[src/rtl/led_pkg.sv]
/*
  Shared constants and carriers for the LED driver's two-wire register slave.
  Assumes a single 40 MHz clock domain; bus pins are synchronised inside the slave.
*/
package led_pkg;

  // ******************************************************************
  // Bus identity and register map
  // ******************************************************************
  localparam logic [6:0] SLAVE_ADDR = 7'h66;
  localparam logic [7:0] OFF_PAIR_A = 8'h00;
  localparam logic [7:0] OFF_PAIR_B = 8'h01;
  localparam logic [7:0] OFF_PAIR_C = 8'h02;
  localparam logic [7:0] OFF_CHANNEL_ON_OFF = 8'h03;
  localparam int NUM_REGS = 4;
  localparam int CODE_MSB = 5;
  localparam logic [5:0] LEVEL_RESET = 6'h00;
  localparam logic [5:0] ON_OFF_RESET = 6'h00;

  // ******************************************************************
  // Channel bit positions in the on/off register
  // ******************************************************************
  localparam int BIT_A_FIRST = 0;
  localparam int BIT_A_SECOND = 1;
  localparam int BIT_B_FIRST = 2;
  localparam int BIT_B_SECOND = 3;
  localparam int BIT_C_FIRST = 4;
  localparam int BIT_C_SECOND = 5;

  // ******************************************************************
  // Timing: fastest supported bus rate
  // ******************************************************************
  localparam int CLK_HZ = 40_000_000;
  localparam int BUS_MAX_BPS = 400_000;
  localparam int CYCLES_PER_BIT = CLK_HZ / BUS_MAX_BPS;

  // Current per step is 0.5 mA; level index n gives (n+1) half-milliamps
  typedef struct packed {
    logic [6:0] pair_a_half_ma;
    logic [6:0] pair_b_half_ma;
    logic [6:0] pair_c_half_ma;
  } current_s;

  typedef struct packed {
    logic channel_c_second;
    logic channel_c_first;
    logic channel_b_second;
    logic channel_b_first;
    logic channel_a_second;
    logic channel_a_first;
  } channels_s;

endpackage : led_pkg

[src/rtl/led_reg_file.sv]
/*
  Holds the three pair-current codes and the channel on/off bits.
  Assumes write and read requests come from the serial slave on clk.
*/
`timescale 1ns/1ps
module led_reg_file
  import led_pkg::*;
(
  input wire logic clk,
  input wire logic nrst,
  input wire logic wr,
  input wire logic [7:0] addr,
  input wire logic [7:0] wdata,
  output logic [7:0] rdata,
  output logic [5:0] level_a,
  output logic [5:0] level_b,
  output logic [5:0] level_c,
  output logic [5:0] on_off,
  output logic on_off_written
);

  typedef struct packed {
    logic [5:0] a;
    logic [5:0] b;
    logic [5:0] c;
    logic [5:0] en;
    logic [7:0] rd;
    logic wen;
  } regs_s;

  regs_s r;
  regs_s next_r;

  always_comb begin
    next_r = r;
    next_r.wen = 1'b0;
    if (wr) begin
      case (addr)
        OFF_PAIR_A: next_r.a = wdata[5:0];
        OFF_PAIR_B: next_r.b = wdata[5:0];
        OFF_PAIR_C: next_r.c = wdata[5:0];
        OFF_CHANNEL_ON_OFF: begin
          next_r.en = wdata[5:0];
          next_r.wen = 1'b1;
        end
        default: ;
      endcase
    end
    case (addr)
      OFF_PAIR_A: next_r.rd = {2'h0, r.a};
      OFF_PAIR_B: next_r.rd = {2'h0, r.b};
      OFF_PAIR_C: next_r.rd = {2'h0, r.c};
      OFF_CHANNEL_ON_OFF: next_r.rd = {2'h0, r.en};
      default: next_r.rd = 8'h00;
    endcase
  end

  always_ff @(posedge clk) begin
    if (!nrst) begin
      r <= '{a: LEVEL_RESET, b: LEVEL_RESET, c: LEVEL_RESET,
             en: ON_OFF_RESET, rd: 8'h00, wen: 1'b0};
    end else begin
      r <= next_r;
    end
  end

  assign rdata = r.rd;
  assign level_a = r.a;
  assign level_b = r.b;
  assign level_c = r.c;
  assign on_off = r.en;
  assign on_off_written = r.wen;

endmodule : led_reg_file

[src/rtl/led_current_i2c_regs.sv]
/*
  Two-wire serial slave with register file for a six-channel LED driver.
  Assumes scl, sda and the enable pin arrive asynchronously; the sda pin
  is open drain, resolved outside from sda_out and sda_oe.
*/
`timescale 1ns/1ps

// How it works
// - Channel current is (code+1) half-milliamps; top two bits ignored.
// - Answer only slave address 1100110; stay passive otherwise.
// - Slave address arrives most significant bit first.
// - Bus rates up to 400 kbit/s are handled by oversampling.
// - Write: address, register address, data byte, stored in register.
// - Direction bit one means read, zero means write.
// - Read uses repeated start after register address; return that byte.
// - Acknowledge slave address, register address and each written byte.
// - Device is slave only and never starts a transfer.
// - Four registers at addresses 0 to 3: pairs A, B, C, on/off.
// - On/off bits 0 to 5 switch A1, A2, B1, B2, C1, C2.
// - Each on/off write restarts pump mode selection from 1x.
// - Enable pin low: shutdown, all off; rising: currents at zero (here codes are kept and return at the next on/off write).
module led_current_i2c_regs
  import led_pkg::*;
(
  input wire logic clk,
  input wire logic nrst,
  input wire logic scl,
  input wire logic sda_in,
  output logic sda_out,
  output logic sda_oe,
  input wire logic enable_pin,
  output led_pkg::current_s current,
  output led_pkg::channels_s channels,
  output logic pump_restart
);
  import led_pkg::*;

  // ******************************************************************
  // Slave states
  // ******************************************************************
  typedef enum logic [2:0] {
    IDLE, ADDR, ACK, REG, DATA, TX, TXACK
  } st_e;

  typedef struct packed {
    logic [1:0] scl_s;
    logic [1:0] sda_s;
    logic [1:0] en_s;
    logic scl_d;
    logic sda_d;
    logic en_d;
    st_e st;
    st_e after_ack;
    logic [3:0] cnt;
    logic [7:0] sh;
    logic [7:0] addr;
    logic wr;
    logic drive_low;
    logic live;
    current_s cur;
    channels_s ch;
    logic restart;
  } state_s;

  state_s s;
  state_s next_s;
  logic [7:0] rdata;
  logic [5:0] lv_a;
  logic [5:0] lv_b;
  logic [5:0] lv_c;
  logic [5:0] on_off;
  logic on_off_written;

  function automatic logic [6:0] half_ma(input logic [5:0] code);
    half_ma = {1'b0, code} + 7'h01;
  endfunction : half_ma

  led_reg_file regs (
    .clk(clk),
    .nrst(nrst),
    .wr(s.wr),
    .addr(s.addr),
    .wdata(s.sh),
    .rdata(rdata),
    .level_a(lv_a),
    .level_b(lv_b),
    .level_c(lv_c),
    .on_off(on_off),
    .on_off_written(on_off_written)
  );

  // ******************************************************************
  // Bus engine
  // ******************************************************************
  always_comb begin
    logic scl_rise;
    logic scl_fall;
    logic start_c;
    logic stop_c;
    // Sampled at 40 MHz, 100 clocks per bit at 400 kbit/s
    scl_rise = s.scl_s[1] & ~s.scl_d;
    scl_fall = ~s.scl_s[1] & s.scl_d;
    start_c = s.scl_s[1] & s.scl_d & s.sda_d & ~s.sda_s[1];
    stop_c = s.scl_s[1] & s.scl_d & ~s.sda_d & s.sda_s[1];
    next_s = s;
    next_s.scl_s = {s.scl_s[0], scl};
    next_s.sda_s = {s.sda_s[0], sda_in};
    next_s.en_s = {s.en_s[0], enable_pin};
    next_s.scl_d = s.scl_s[1];
    next_s.sda_d = s.sda_s[1];
    next_s.en_d = s.en_s[1];
    next_s.wr = 1'b0;
    if (start_c) begin
      // Also a repeated start: the register address is kept
      next_s.st = ADDR;
      next_s.cnt = 4'h0;
      next_s.drive_low = 1'b0;
    end else if (stop_c) begin
      next_s.st = IDLE;
      next_s.drive_low = 1'b0;
    end else begin
      case (s.st)
        IDLE: next_s.drive_low = 1'b0;
        ADDR, REG, DATA: begin
          if (scl_rise) begin
            next_s.sh = {s.sh[6:0], s.sda_s[1]};
            next_s.cnt = s.cnt + 4'h1;
          end
          // Decode after eight bits; the fall that ends a start is skipped
          if (scl_fall && s.cnt == 4'h8) begin
            if (s.st == ADDR) begin
              if (s.sh[7:1] == SLAVE_ADDR) begin
                next_s.drive_low = 1'b1;
                next_s.st = ACK;
                next_s.after_ack = s.sh[0] ? TX : REG;
              end else begin
                next_s.st = IDLE;
              end
            end else begin
              next_s.drive_low = 1'b1;
              next_s.st = ACK;
              if (s.st == REG) begin
                next_s.addr = s.sh;
              end else begin
                next_s.wr = 1'b1;
              end
              next_s.after_ack = DATA;
            end
          end
        end
        ACK: begin
          if (scl_fall) begin
            next_s.st = s.after_ack;
            next_s.cnt = 4'h0;
            if (s.after_ack == TX) begin
              next_s.sh = rdata;
              next_s.drive_low = ~rdata[7];
            end else begin
              next_s.drive_low = 1'b0;
            end
          end
        end
        TX: begin
          if (scl_fall) begin
            next_s.cnt = s.cnt + 4'h1;
            if (s.cnt == 4'h7) begin
              next_s.drive_low = 1'b0;
              next_s.st = TXACK;
            end else begin
              next_s.sh = {s.sh[6:0], 1'b0};
              next_s.drive_low = ~s.sh[6];
            end
          end
        end
        TXACK: begin
          if (scl_rise) begin
            // Not-acknowledge ends the read; line stays released
            next_s.st = s.sda_s[1] ? IDLE : ACK;
            next_s.after_ack = TX;
          end
        end
        default: next_s.st = IDLE;
      endcase
    end
    // ****************************************************************
    // Channel outputs
    // ****************************************************************
    next_s.restart = on_off_written | (s.en_s[1] & ~s.en_d);
    if (!s.en_s[1]) begin
      next_s.live = 1'b0;
    end else if (on_off_written) begin
      next_s.live = 1'b1;
    end
    next_s.ch = s.live ? channels_s'(on_off) : '0;
    next_s.cur.pair_a_half_ma = s.live ? half_ma(lv_a) : 7'h00;
    next_s.cur.pair_b_half_ma = s.live ? half_ma(lv_b) : 7'h00;
    next_s.cur.pair_c_half_ma = s.live ? half_ma(lv_c) : 7'h00;
  end

  always_ff @(posedge clk) begin
    if (!nrst) begin
      s <= '{scl_s: 2'h3, sda_s: 2'h3, en_s: 2'h0, scl_d: 1'b1,
             sda_d: 1'b1, en_d: 1'b0, st: IDLE, after_ack: IDLE,
             cnt: 4'h0, sh: 8'h00, addr: 8'h00, wr: 1'b0,
             drive_low: 1'b0, live: 1'b0, cur: '0, ch: '0,
             restart: 1'b0};
    end else begin
      s <= next_s;
    end
  end

  assign sda_out = 1'b0;
  assign sda_oe = s.drive_low;
  assign current = s.cur;
  assign channels = s.ch;
  assign pump_restart = s.restart;

endmodule : led_current_i2c_regs

[config.mk]
export PLATFORM = sky130hd
export DESIGN_NAME = led_current_i2c_regs
export DESIGN_NICKNAME = d
export VERILOG_FILES = /design/src/rtl/led_pkg.sv /design/src/rtl/led_reg_file.sv /design/src/rtl/led_current_i2c_regs.sv
export SDC_FILE = /design/constraint.sdc
export NUM_CORES = 1
export LEC_CHECK = 0
export BUFFER_PORTS_ARGS = -buffer_cell sky130_fd_sc_hd__clkbuf_2
export CORE_MARGIN = 2
export CORE_UTILIZATION = 50
export CTS_CLUSTER_DIAMETER = 150
export DETAILED_ROUTE_END_ITERATION = 7
export PLACE_DENSITY = 0.71
export SYNTH_ARGS = -nofsm -noshare
export SYNTH_HDL_FRONTEND = slang
export SYNTH_SLANG_ARGS = --single-unit
[constraint.sdc]
create_clock -name clk -period 2.9 [get_ports clk]
set_input_delay 0.145 -clock clk [delete_from_list [all_inputs] [get_ports clk]]
set_output_delay 0.145 -clock clk [all_outputs]
set_load 0.02 [all_outputs]
# ---- Yosys cells after proc, flatten, opt, wreduce, memory -nomap -nowiden
# Index checks and enable logic that the tools add are counted.
dict set report word_totals {
  elab_cells 141
  reg_bits 99
  inputBits 5
}
dict set report op_classes {
  n_eq_ne 28
  n_reduce_logical 24
  n_addsub 4
  mux 31
  bitwise_logic 23
}
# operator n
set ops {}
lappend ops {{$mux 12} 3}
lappend ops {{$pmux 12 s3} 1}
lappend ops {{$pmux 6 s4} 1}
lappend ops {{$reduce_and 6->1} 4}
lappend ops {{$add 6x1->7 const B} 3}
lappend ops {{$ne 4x4->1 const B} 5}
lappend ops {{$mux 6} 3}
lappend ops {{$eq 8x2->1 const B} 2}
lappend ops {{$mux 8} 2}
lappend ops {{$ne 2x2->1 const B} 8}
lappend ops {{$mux 3} 5}
lappend ops {{$pmux 3 s5} 1}
lappend ops {{$not 1->1} 14}
lappend ops {{$reduce_and 2->1} 7}
lappend ops {{$eq 3x3->1 const B} 4}
lappend ops {{$mux 1} 11}
lappend ops {{$reduce_and 5->1} 2}
lappend ops {{$and 1x1->1} 8}
lappend ops {{$eq 8x1->1 const B} 1}
lappend ops {{$logic_not 8->1} 1}
lappend ops {{$reduce_and 8->1} 1}
lappend ops {{$eq 7x7->1 const B} 1}
lappend ops {{$eq 3x2->1 const B} 2}
lappend ops {{$ne 3x3->1 const B} 2}
lappend ops {{other kinds (16)} 18}

# ---- Longest topological paths before layout
dict set report logic_depth {
  depth_word 7
  depth_mapped 7
}

# ---- Hierarchy
# From an unflattened synthesis, not the netlist that was laid out.
dict set report hier_totals {
  cells_unflattened 442
  hier_area_um2 4324.1
}
# module cells_each n_inst seq_area_each_um2 area_per_inst_um2
set by_module_without_submodules {}
lappend by_module_without_submodules {led_current_i2c_regs 321 1 1321.3 3020.4}
lappend by_module_without_submodules {led_reg_file 121 1 620.6 1303.8}

# ---- Worst setup path after synthesis
# No wires, ideal clock.
dict set report synth_path {
  path_type {register to register}
  from {reg s[47] (netlist bit)}
  to {reg s[54] (netlist bit)}
  arrival_time_ns 1.759
  slack_ns 1.020
  setup_ns 0.121
  stages_incl_launch_ff 8
  cell_sequence {dfxtp_1 -> inv_1 -> ha_1 -> nand2_1 -> or3_1 -> o211a_1 -> or3_4 -> mux2_4}
}
dict set report synth_between {
  elab_chain_cells 4
  word_cells_on_any_way 6
  classes_between {4 x eq/ne; 2 x reduce/logical}
}
# item line
set synth_lines {}
lappend synth_lines {{start: declaration} led_current_i2c_regs.sv:65} ;# state_s s;
lappend synth_lines {{start signal: assignment} led_current_i2c_regs.sv:202} ;# s <= '{scl_s: 2'h3, sda_s: 2'h3, en_s: 2'h0, scl_d: 1'b1,
lappend synth_lines {{start signal: assignment} led_current_i2c_regs.sv:208} ;# s <= next_s;
lappend synth_lines {{$eq 4x4->1} led_current_i2c_regs.sv:130} ;# if (scl_fall && s.cnt == 4'h8) begin
lappend synth_lines {{$logic_and 1x1->1} led_current_i2c_regs.sv:130}
lappend synth_lines {{$ne 4x4->1 (no line)} n/a}
lappend synth_lines {{$reduce_and 6->1 (no line) *} n/a}
# Mark *: on every way between the ends. The rest lies on a longest branch, timed or not.
# A chain may end at the register's enable or synchronous reset.

# ---- Worst setup path in the final report
dict set report layout_path {
  from {reg s[55] (netlist bit)}
  to {reg s[46] (netlist bit)}
}
dict set report layout_between {
  elab_chain_cells 4
  word_cells_on_any_way 14
  classes_between {10 x eq/ne; 1 x mux; 3 x reduce/logical}
}
# item line
set layout_lines {}
lappend layout_lines {{$eq 3x1->1, or another cell as far along} led_current_i2c_regs.sv:122} ;# case (s.st)
lappend layout_lines {{$reduce_or 3->1} led_current_i2c_regs.sv:122}
lappend layout_lines {{$ne 2x2->1 (no line) / $reduce_bool 3->1 (equally long branches)} n/a}
lappend layout_lines {{$reduce_and 8->1 (no line)} n/a}
# Several ways; a longest one is shown, not always the timed one.

==> results.py <==
metrics = {
    "global_routing": {
        "vias_in_the_first_global_route": 2656,
        "grt_start_max_net_pins": 43,
        "top_usage_layer": "met2",
        "gr_layer_usage_met1": 0.275,
        "grt_use_met3": 0.0340,
        "grt_antenna_before_repair": 0,
        "wire_length_of_the_first_global_routing_pass_um": 13200,
        "groute.layer.met2.usage": 0.280,
        "globalRouteTotalUtil": 0.189,
        "grt_overflow": 0,
    },
    "power": {
        "switchingPower_w": 0.000571,
        "pwr_density_cell_nw_per_um2": 519,
        "vdd_ir_drop_max_uv": 333,
        "leakage_nw": 1.75,
        "power_frac_clock": 0.367,
        "p_comb_frac": 0.039,
        "cell_internal_power_dissipation_w": 0.00173,
        "switching_share": 0.248,
        "power_frac_seq": 0.594,
    },
    "timing": {
        "min_period_over_period": 0.774,
        "fmax_mhz": 446,
        "max_slew.worst_pin.slew_ps": 773,
        "timing.setup.tns_ps": 0,
        "hold_violations": 0,
        "skew_ps": 13.0,
        "grt_setup_unrepaired": "false",
        "final_report_setup_violation_count": 0,
        "slew_violations": 0,
        "worst_slew_margin_rel": 0.481,
        "period_needed_ps": 2240,
    },
    "worst_setup_path": {
        "r2r_slack_ps": 660,
        "start_kind": "flop",
        "worst_path_maximum_fanout": 15,
        "cp_data_arrival_time_ps": 2480,
        "worstReg2RegStart": "s[55]",
        "rr_endpoint": "s[46]",
        "worst-setup-path-type": "reg -> reg",
        "crit_path_end_kind": "flop",
        "cp.required_ps": 3130,
        "r2r.worst_path.cells": 5,
    },
    "floorplan": {
        "core_area_um2": 8180,
        "die_y_um": 95.5,
        "std_cell_rows": 33,
        "fp.dieArea_um2": 9120,
        "ios": 35,
        "initial_standard_cell_utilization_of_the_core": 0.512,
        "die_width_um": 95.5,
    },
    "clocking": {
        "cts_max_path_buffers": 2,
        "cts.repair_timing.setup_buffer_count": 0,
        "tritoncts_num_sinks": 97,
        "tritoncts": "done",
        "cts_repair_resize_count": 0,
        "cts_hold_repair.buffers": 3,
        "numCtsBuffers": 9,
        "ctsRootBufferMaster": "sky130_fd_sc_hd__clkbuf_8",
        "cts.htree.levels": 3,
        "clkSlewWorstSetupHoldPaths_ps": 100,
        "clock_latency_reported_for_the_late_side_of_the_worst_skew_pair_ps": 350,
    },
    "detailed_routing": {
        "drtPass1Iterations": 4,
        "antenna_left": 0,
        "wire_per_inst_um": 14.9,
        "num_vias": 3033,
        "first_iter_violations": 195,
        "via_per_inst": 5.51,
        "drc_errors": 0,
        "routed_wl_um": 8210,
    },
    "synthesis": {
        "netlist.area_leader.share": 0.464,
        "synth-async-reset-ratio": 0,
        "synth_common_cells": "97 x sky130_fd_sc_hd__dfxtp_1, 56 x sky130_fd_sc_hd__nor2_1, 36 x sky130_fd_sc_hd__mux2i_1, 28 x sky130_fd_sc_hd__buf_4",
        "netlist_area_pre_place_um2": 4190,
        "ys_top_cells_by_area": "sky130_fd_sc_hd__dfxtp_1 46%, sky130_fd_sc_hd__mux2i_1 8.6%, sky130_fd_sc_hd__buf_4 5.0%",
        "synth_flop_cell": "sky130_fd_sc_hd__dfxtp_1",
        "mappedNetlistNets": 449,
        "synth_warn": 0,
        "yosys.cell_count.top_type": "sky130_fd_sc_hd__dfxtp_1",
        "synth.ff_latch_count": 97,
        "avgSynthCellArea_um2": 9.54,
        "netlist.top_cell.by_area": "sky130_fd_sc_hd__dfxtp_1",
        "post_synth_edffs": 0,
        "synth-seq-area-share": 0.464,
        "ys_types": 56,
        "syn_inst": 439,
    },
    "run": {
        "cap_viol_max_count": 0,
    },
    "cells_and_area": {
        "area_of_combinational_cells_with_multiple_inputs_um2": 1910,
        "cell_area_after_layout_um2": 4440,
        "drive_above_1_share": 0.162,
        "sequential_cell_area_um2": 1940,
        "insertedDiodeCount": 0,
        "fillCellCount": 719,
        "area_added_between_synthesis_and_finish_pct": 6.07,
        "nNetsFinal": 450,
    },
    "placement": {
        "port_bufs": 33,
        "hpwl_um": 5650,
        "gpl.final_weighted_congestion": 0.934,
        "dpl-instance-area_um2": 4220,
    },
    "worst_hold_path": {
        "hold-path-endpoint": "next_s[59]",
        "worst_hold_startpoint": "nrst",
        "min_path_type": "in -> reg",
        "worstHoldPathCells": 3,
    },
    "run_status": {
        "outcome": "completed",
    },
}
-- through the flow --
stage / total power, W / hold slack (ps) / util / cells / setup WS (ps)
2_1_floorplan: 0.00146 / 246 / - / 439 / 1020
3_3_place_gp: 0.00148 / 328 / 0.516 / 531 / 773
3_5_place_dp: 0.00149 / 329 / 0.516 / 531 / 724
4_1_cts: 0.00233 / 210 / 0.543 / 550 / 701
5_1_grt: 0.00240 / 211 / 0.543 / 550 / 543
6_report: 0.00231 / 220 / 0.543 / 550 / 656
-- cell type report --
| class | count | area share |
|---|---|---|
| Clock inverter | 6 | 0.0124 |
| Clock buffer | 10 | 0.0310 |
| Timing Repair Buffer | 40 | 0.0507 |
| Tap cell | 105 | 0.0296 |
| Multi-Input combinational cell | 282 | 0.431 |
| Sequential cell | 97 | 0.437 |
| Inverter | 10 | 0.00845 |
-- worst max-delay path, stage by stage, from the launching register on --
cell and delay, ps:
sky130_fd_sc_hd__dfxtp_1 600, sky130_fd_sc_hd__and2b_2 320, sky130_fd_sc_hd__a32o_1 290, sky130_fd_sc_hd__nor4_4 590, sky130_fd_sc_hd__mux2i_1 280, sky130_fd_sc_hd__nor2_1 50
-- how the worst max path moves through the flow --
stage	slack, ps	cells past startpoint	start	to
CTS	700	5	s[55]	s[46]
finish	660	5	s[55]	s[46]
global route	540	5	s[56]	s[39]
floorplan	1020	7	s[47]	s[54]
detailed placement	720	5	s[55]	s[46]
global placement	770	5	s[55]	s[39]
-- flip-flops by register name (all words and copies together) (netlist names) --
| register | flops |
|---|---|
| sda_oe | 1 |
| next_s | 6 |
| regs.level_a | 6 |
| regs.level_b | 6 |
| regs.on_off | 6 |
| pump_restart | 1 |
| regs.level_c | 6 |
| s | 31 |
| current | 21 |
| regs.rdata | 6 |
| regs.on_off_written | 1 |
| channels | 6 |
-- logic make-up after synthesis --
| family | count (synthesis) | share of synthesized area |
|---|---|---|
| xor gates and xnor gates | 10 | 0.0209 |
| buffers and inverters | 60 | 0.0795 |
| DFF | 97 | 0.464 |
| and+or+nand+nor | 158 | 0.196 |
| muxes | 43 | 0.122 |
| adders and majority gates | 5 | 0.0149 |
| other | 1 | 0.000896 |
| AOI/OAI and AO/OA | 65 | 0.102 |
-- placed cells by master (no fill, tap or decap), types with 6 or more instances in the layout --
| cell | netlist | final |
|---|---|---|
| sky130_fd_sc_hd__dfxtp_1 | 97 | 97 |
| sky130_fd_sc_hd__nand2_1 | 20 | 20 |
| sky130_fd_sc_hd__nor2b_1 | 11 | 11 |
| sky130_fd_sc_hd__a21oi_1 | 20 | 20 |
| sky130_fd_sc_hd__mux4_2 | 6 | 6 |
| sky130_fd_sc_hd__inv_1 | 10 | 10 |
| sky130_fd_sc_hd__nor2_1 | 56 | 56 |
| sky130_fd_sc_hd__nor3_1 | 12 | 12 |
| sky130_fd_sc_hd__xor2_1 | 6 | 6 |
| sky130_fd_sc_hd__nand3_1 | 14 | 14 |
| sky130_fd_sc_hd__mux2i_1 | 36 | 36 |
| sky130_fd_sc_hd__clkbuf_8 | 0 | 10 |
| sky130_fd_sc_hd__and3_1 | 10 | 10 |
| sky130_fd_sc_hd__clkbuf_2 | 0 | 33 |
| sky130_fd_sc_hd__nand2b_1 | 6 | 6 |
| sky130_fd_sc_hd__o21ai_0 | 17 | 17 |
-- per-layer routing --
metal  routed length, um  share of wire
met4                  68         0.0083
met3                 438          0.053
met1                4100           0.50
met2                3600           0.44
met5                   0              0
-- power by group through the flow --
| stage | Sequential (W) | Combinational, W | Clock (W) |
|---|---|---|---|
| 2_1_floorplan | 0.00139 | 0.0000722 | 0 |
| 3_3_place_gp | 0.00140 | 0.0000844 | 0 |
| 3_5_place_dp | 0.00140 | 0.0000857 | 0 |
| 4_1_cts | 0.00137 | 0.0000889 | 0.000870 |
| 5_1_grt | 0.00137 | 0.0000978 | 0.000925 |
| 6_report | 0.00137 | 0.0000892 | 0.000846 |
(Power assumes the default switching activity.)
